<file path="config.mk">
export PLATFORM = sky130hd
export DESIGN_NAME = usb_charger_detect_control
export DESIGN_NICKNAME = d
export VERILOG_FILES = /design/src/chg_detect_pkg.sv /design/src/sync_2ff.sv /design/src/usb_charger_detect_control.sv
export VERILOG_INCLUDE_DIRS = /design/src /design/src/src
export SDC_FILE = /design/constraint.sdc
export NUM_CORES = 1
export LEC_CHECK = 0
export BUFFER_PORTS_ARGS = -buffer_cell sky130_fd_sc_hd__buf_4
export CORE_ASPECT_RATIO = 0.8
export CORE_UTILIZATION = 45
export CTS_BUF_LIST = sky130_fd_sc_hd__clkbuf_16
export DETAILED_ROUTE_END_ITERATION = 10
export SYNTH_ARGS = -nofsm -noshare
export SYNTH_HDL_FRONTEND = slang
export SYNTH_SLANG_ARGS = --single-unit
</file>
<file path="constraint.sdc">
create_clock -name core_clk_i -period 2.7 [get_ports core_clk_i]
set_input_delay 0.54 -clock core_clk_i [delete_from_list [all_inputs] [get_ports core_clk_i]]
set_output_delay 0.54 -clock core_clk_i [all_outputs]
set_load 0.01 [all_outputs]
</file>
<file path="src/chg_detect_cfg.svh">
/*
  Timing constants and fixed values for the USB charger-detect control block.
  Assumes a 10 MHz core clock; counts are derived from times in their own unit.
*/
`ifndef CHG_DETECT_CFG_SVH
`define CHG_DETECT_CFG_SVH

`define CLK_PERIOD_NS 100
`define ATTACH_DEBOUNCE_MS 10
`define ATTACH_DEBOUNCE_CYC ((`ATTACH_DEBOUNCE_MS * 1000000 + `CLK_PERIOD_NS - 1) / `CLK_PERIOD_NS)
`define PROBE_WINDOW_MS 100
`define PROBE_WINDOW_CYC ((`PROBE_WINDOW_MS * 1000000) / `CLK_PERIOD_NS)
`define DCP_MAX_OHM 200
`define OHM_WIDTH 12
`define TIMER_WIDTH 24
`define DET_SETTLE_US 1
`define DET_SETTLE_CYC ((`DET_SETTLE_US * 1000 + `CLK_PERIOD_NS - 1) / `CLK_PERIOD_NS)

`endif

</file>
<file path="src/chg_detect_pkg.sv">
/*
  Types for the USB charger-detect control block.
  Assumes the constants header is included by each user.
*/
package chg_detect_pkg;

  typedef enum logic [2:0] {
    ST_RESET    = 3'b000,
    ST_DEBOUNCE = 3'b001,
    ST_DETECT   = 3'b011,
    ST_POWER_UP = 3'b010,
    ST_ACTIVE   = 3'b110,
    ST_EMERG    = 3'b111,
    ST_SUSPEND  = 3'b101
  } chg_state_t;

endpackage

</file>
<file path="src/sync_2ff.sv">
/*
  Two-flip-flop level synchroniser for a bus of pin inputs.
  Assumes inputs are asynchronous levels; only the second stage is read.
*/
module sync_2ff #(
  parameter int WIDTH = 1
) (
  input wire logic core_clk_i,
  input wire logic rst_i,
  input wire logic [WIDTH-1:0] async_i,
  output logic [WIDTH-1:0] sync_o
);

  logic [WIDTH-1:0] meta_ff;
  logic [WIDTH-1:0] sync_ff;

  always_ff @(posedge core_clk_i or posedge rst_i) begin
    if (rst_i) begin
      meta_ff <= '0;
      sync_ff <= '0;
    end else begin
      meta_ff <= async_i;
      sync_ff <= meta_ff;
    end
  end

  assign sync_o = sync_ff;

endmodule

</file>
<file path="src/usb_charger_detect_control.sv">
/*
  Charger-side control deciding who runs USB charger detection on D+/D-,
  with attach debounce, dedicated-charger classification, wake-up and fault return.
  Assumes analogue comparators and the resistance measurement arrive as pins
  (synchronised here), and host-side strobes come from core_clk_i logic.
*/
`include "chg_detect_cfg.svh"

// What this block does
// - Auto bit set: device classifies attached port
// - Load auto bit from OTP on power-up
// - Only selected party drives D+/D-
// - Leave reset only after 10 ms debounce
// - Dedicated charger only if resistance <= 200 ohm
// - Charger found: allow high current, power up
// - Attach while powered down triggers wake-up
// - Weak battery while idle: fault, reset mode
// - Supply collapse at start-up: fault, reset
// - Emergency mode blocks power-up, only charges
// - No charger, weak battery, host unpowered: 100 mA for 100 ms, then suspend
module usb_charger_detect_control
  import chg_detect_pkg::*;
#(
  parameter int DEBOUNCE_CYC = `ATTACH_DEBOUNCE_CYC,
  parameter int PROBE_CYC = `PROBE_WINDOW_CYC,
  parameter int SETTLE_CYC = `DET_SETTLE_CYC
) (
  input wire logic core_clk_i,
  input wire logic rst_i,
  input wire logic vbus_valid_i,
  input wire logic [`OHM_WIDTH-1:0] dp_dm_ohm_i,
  input wire logic vdd_fault_i,
  input wire logic battery_ok_i,
  input wire logic battery_charged_i,
  input wire logic emergency_req_i,
  input wire logic usb_current_auto_detect_otp_i,
  input wire logic host_powered_i,
  input wire logic auto_detect_clr_i,
  input wire logic host_connected_i,
  output logic usb_current_auto_detect_o,
  output logic det_drive_o,
  output logic det_drive_oe_o,
  output logic phy_enable_ok_o,
  output logic high_current_o,
  output logic charge_only_o,
  output logic wake_o,
  output logic suspend_current_o,
  output logic supply_fault_o,
  output logic [2:0] state_o
);

  logic vbus_s;
  logic fault_s;
  logic batt_ok_s;
  logic batt_full_s;
  logic emerg_s;
  logic [`OHM_WIDTH-1:0] ohm_s;

  sync_2ff #(.WIDTH(`OHM_WIDTH + 5)) sync_2ff_i (
    .core_clk_i(core_clk_i),
    .rst_i(rst_i),
    .async_i({dp_dm_ohm_i, vbus_valid_i, vdd_fault_i, battery_ok_i,
              battery_charged_i, emergency_req_i}),
    .sync_o({ohm_s, vbus_s, fault_s, batt_ok_s, batt_full_s, emerg_s})
  );

  chg_state_t state_ff, nxt_state;
  logic [`TIMER_WIDTH-1:0] timer_ff, nxt_timer;
  logic auto_ff, nxt_auto;
  logic high_ff, nxt_high;
  logic fault_ff, nxt_fault;
  logic wake_ff, nxt_wake;

  always_comb begin
    nxt_state = state_ff;
    nxt_timer = timer_ff;
    nxt_auto = auto_ff;
    nxt_high = high_ff;
    nxt_fault = fault_ff;
    nxt_wake = 1'b0;
    if (auto_detect_clr_i && host_powered_i) begin
      nxt_auto = 1'b0;
    end
    case (state_ff)
      ST_RESET: begin
        nxt_timer = '0;
        nxt_high = 1'b0;
        if (vbus_s) begin
          nxt_state = ST_DEBOUNCE;
        end
      end
      ST_DEBOUNCE: begin
        if (!vbus_s) begin
          nxt_state = ST_RESET;
        end else if (timer_ff == `TIMER_WIDTH'(DEBOUNCE_CYC - 1)) begin
          nxt_auto = usb_current_auto_detect_otp_i;
          nxt_fault = 1'b0;
          nxt_timer = '0;
          nxt_state = ST_DETECT;
        end else begin
          nxt_timer = timer_ff + 1'b1;
        end
      end
      ST_DETECT: begin
        nxt_timer = timer_ff + 1'b1;
        if (!auto_ff) begin
          nxt_state = ST_POWER_UP;
          nxt_timer = '0;
        end else if (timer_ff == `TIMER_WIDTH'(SETTLE_CYC)) begin
          nxt_high = (ohm_s <= `OHM_WIDTH'(`DCP_MAX_OHM));
          nxt_timer = '0;
          nxt_state = emerg_s ? ST_EMERG : ST_POWER_UP;
        end
      end
      ST_POWER_UP: begin
        nxt_wake = 1'b1;
        nxt_timer = timer_ff + 1'b1;
        if (host_powered_i) begin
          nxt_state = ST_ACTIVE;
        end else if (!high_ff && !batt_ok_s &&
                     timer_ff == `TIMER_WIDTH'(PROBE_CYC - 1)) begin
          nxt_state = ST_SUSPEND;
        end
      end
      ST_ACTIVE: begin
        nxt_timer = '0;
      end
      ST_EMERG: begin
        if (batt_full_s) begin
          nxt_state = ST_POWER_UP;
        end
      end
      ST_SUSPEND: begin
        if (host_connected_i) begin
          nxt_state = ST_ACTIVE;
        end
      end
      default: nxt_state = ST_RESET;
    endcase
    // Supply fault forces reset.
    // Reset mode withdraws the higher current at once, so a collapsed supply recovers.
    if (state_ff != ST_RESET && state_ff != ST_DEBOUNCE && (fault_s || !vbus_s)) begin
      nxt_state = ST_RESET;
      nxt_high = 1'b0;
      nxt_fault = fault_s | fault_ff;
    end
    if (state_ff == ST_ACTIVE && !host_powered_i && !batt_ok_s) begin
      nxt_state = ST_RESET;
      nxt_high = 1'b0;
      nxt_fault = 1'b1;
    end
  end

  always_ff @(posedge core_clk_i or posedge rst_i) begin
    if (rst_i) begin
      state_ff <= ST_RESET;
      timer_ff <= '0;
      auto_ff <= 1'b0;
      high_ff <= 1'b0;
      fault_ff <= 1'b0;
      wake_ff <= 1'b0;
    end else begin
      state_ff <= nxt_state;
      timer_ff <= nxt_timer;
      auto_ff <= nxt_auto;
      high_ff <= nxt_high;
      fault_ff <= nxt_fault;
      wake_ff <= nxt_wake;
    end
  end

  // Detection driver enable must drop combinationally so it can never overlap the PHY.
  // Single driver on D+/D-.
  // Drivers off without auto bit or VBUS.
  assign det_drive_oe_o = (state_ff == ST_DETECT) && auto_ff && vbus_s;
  assign det_drive_o = det_drive_oe_o;
  assign phy_enable_ok_o = !auto_ff;
  assign high_current_o = high_ff;
  assign charge_only_o = (state_ff == ST_EMERG);
  assign wake_o = wake_ff;
  assign suspend_current_o = (state_ff == ST_SUSPEND);
  assign supply_fault_o = fault_ff;
  assign usb_current_auto_detect_o = auto_ff;
  assign state_o = state_ff;
endmodule

</file>
==> impl_metrics.toml <==
[outcome]
status = "complete, no violations"

[placed_design]
place.gp.congestion = 0.8316
dp_cells = 369
placed_area_um2 = 3128
io_buffers = 34
dp_hpwl_mm = 3.809

[timing]
fin_crit_ns = 2.581
fin_crit_sh_pct = 95.58
fin_tns_setup_ns = 0
maxSlewViolCount = 0
worst_slew_pin_slew_ns = 0.6614
rsz0062_at_grt = "no"
setup_viol = 0
max_freq_mhz = 387.5
hold_viol = 0
maxSlewHeadroom_pct = 55.91
skew_ns = 0.004001

[global_routing]
busiest_layer = "met1"
grt_pass1_wl_mm = 8.956
overflow = 0
use_met1_pct = 28.83
track_usage_pct = 19.15
first_global_vias = 1783
grt_antenna_before_repair = 0
grt_start_max_net_pins = 35
use_met2_pct = 25.78
use_met3_pct = 6.030

[yosys]
postSynthAreaPerCell_um2 = 10.83
synthCells = 254
synth_nets = 279
yosysWarnings = 0
synth_cell_type_count = 43
synthFlopType = "dfrtp_1"
synth_enable_flop_cells = 0
ys_seq_elements = 65
synth_area_um2 = 2751
synth.largest_area_cell = "dfrtp_1"
synth_top_area_share_pct = 59.12
seq_area_frac_synth_pct = 59.12
synth.top_cells.by_area = "dfrtp_1 (59%), nor2_1 (4.4%), xnor2_1 (4.1%), nand3_1 (2.4%), a21oi_1 (2.2%)"
synthArstFlopShare_pct = 100.0

[clock_tree]
cts_root_buffer = "clkbuf_16"
cts_buffers = 9
cts_sinks = 65
cts_hold_buf = 0
cts_tree = "done"
htree_num_levels = 3
post_cts_buffers = 0
clk_latency_ns = 0.33
cts_resized = 0
clock_path_buffers = 2
cts.clk_slew.worst_paths_ns = 0.06

[power_and_ir_drop]
ir_drop_mv = 0.4995
pwr_density_cell_nw_per_um2 = 848.0
cellLeakagePower_uw = 0.001542
power_uw = 2915

[worst_setup_path]
reg2reg_depth = 7
worstPathArrival_ns = 2.80
worst-r2r-setup-slack_ns = 0.12
r2r_start = "timer_ff[17]"
end_kind = "register"
worstPathRequired_ns = 2.92
path_max_fanout = 18
cp-start-kind = "register"
critical_path_class = "reg2reg"
reg2reg_to = "timer_ff[11]"

[die]
dieArea_um2 = 6433
initial_core_util_pct = 46.54
ios = 35
die_h_um = 71.94
num_rows = 25
core_um2 = 5912
die_w_um = 89.42

[detailed_routing]
wirelength_mm = 5.441
via_per_inst = 5.203
drc = 0
drtIter0Drc = 85
ant_nets = 0
dr.pass1.iters = 4
via_count = 2003
wl_per_cell_um = 14.13

[layout]
fin_cells = 385
drive_above_1_share_pct = 21.05
fin_area_um2 = 3437
nets = 324
syn2layout_area_growth_pct = 24.92
antenna_cells = 0
final_util_pct = 58.14

[worst_hold_path]
hold_path_class = "in2async"

[flow_run]
maxCapViolCount = 0
## report_power, final
group          leakage, µW  switching [µW]  internal [µW]
clock             0.000149             457            733
combinational     0.000575             320            259
sequential        0.000818             105           1040
total              0.00154             883           2030
## final cells by class
class,count,area [µm²]
Clock buffer,9,225.2
Clock inverter,7,83.83
Fill cell,520,2475
Inverter,10,37.54
Multi-Input combinational cell,171,1035
Sequential cell,65,1627
Tap cell,81,101.3
Timing Repair Buffer,42,327.8
## synth_stat cells, drive strengths merged, types with 3 or more instances
cell type	n
nor2	32
nor4	3
clkbuf	5
inv	10
or4	3
xnor2	13
nand3	13
buf	3
o31ai	3
nand2	12
a21oi	12
nor3	11
nand4	9
nor2b	5
o21ai	12
xor2	5
and2	3
nand2b	3
and3	5
dfrtp	65
and4	3
## critical path, cell delays in order (launching register included)
cell	delay (ns)
dfrtp_1	0.42
or4_1	0.55
or4_4	0.51
or3_1	0.40
o21ai_2	0.15
and2_1	0.23
buf_12	0.16
nor2_1	0.06
## logic make-up (layout without fill, tap and decap cells)
group	count (synthesis)	in the layout	share of synthesized area, %
muxes	4	4	1.546
DFF	65	65	59.12
buffers and inverters	18	68	3.274
and+or+nand+nor	107	107	20.19
AOI/OAI and AO/OA	40	40	9.232
adders and majority gates	2	2	0.9094
xor gates and xnor gates	18	18	5.730
## sequential cells by signal (all words and copies together) (netlist names)
signal and count:
supply_fault_o 1, sync_2ff_i.meta_ff 17, sync_2ff_i.sync_o 17, wake_o 1, high_current_o 1, state_o 3, timer_ff 24, usb_current_auto_detect_o 1
## cell usage in the layout (no fill, tap or decap), drive strengths merged, types with 2 or more instances in the layout
cell,instances
xor2,5
inv,15
and4,3
dfrtp,65
or3,2
nand4,9
mux2,2
o31ai,3
buf,42
or4,3
and3,5
a31oi,2
o21ai,12
nand2,12
and2,3
nor4,3
clkbuf,9
a22o,2
nor2,32
nor3,11
ha,2
nor2b,5
xnor2,13
a21oi,12
mux2i,2
nand2b,3
nand3,13
## per-stage QoR
step,worst slack [ns],hold slack [ns]
after floorplan,0.2249,0.3312
after global placement,0.1945,0.3326
after detailed placement,0.1399,0.3347
after CTS,0.1288,0.3056
after global routing,0.03719,0.3004
final,0.1193,0.3008
## layer usage
metal	up-vias	part of all wire [%]
li1	979	-
met1	965	51
met2	47	43
met3	12	4.2
met4	0	1.8
met5	-	0
## worst max-delay path by stage
stage | startpoint | end | depth (start not counted)
2_1_floorplan | timer_ff[14] | timer_ff[6] | 8
3_3_place_gp | timer_ff[17] | timer_ff[9] | 7
3_5_place_dp | timer_ff[17] | timer_ff[13] | 7
4_1_cts | timer_ff[17] | timer_ff[11] | 7
5_1_grt | timer_ff[17] | timer_ff[19] | 7
6_report | timer_ff[17] | timer_ff[11] | 7
No activity file was read; power rests on OpenSTA's default activity.
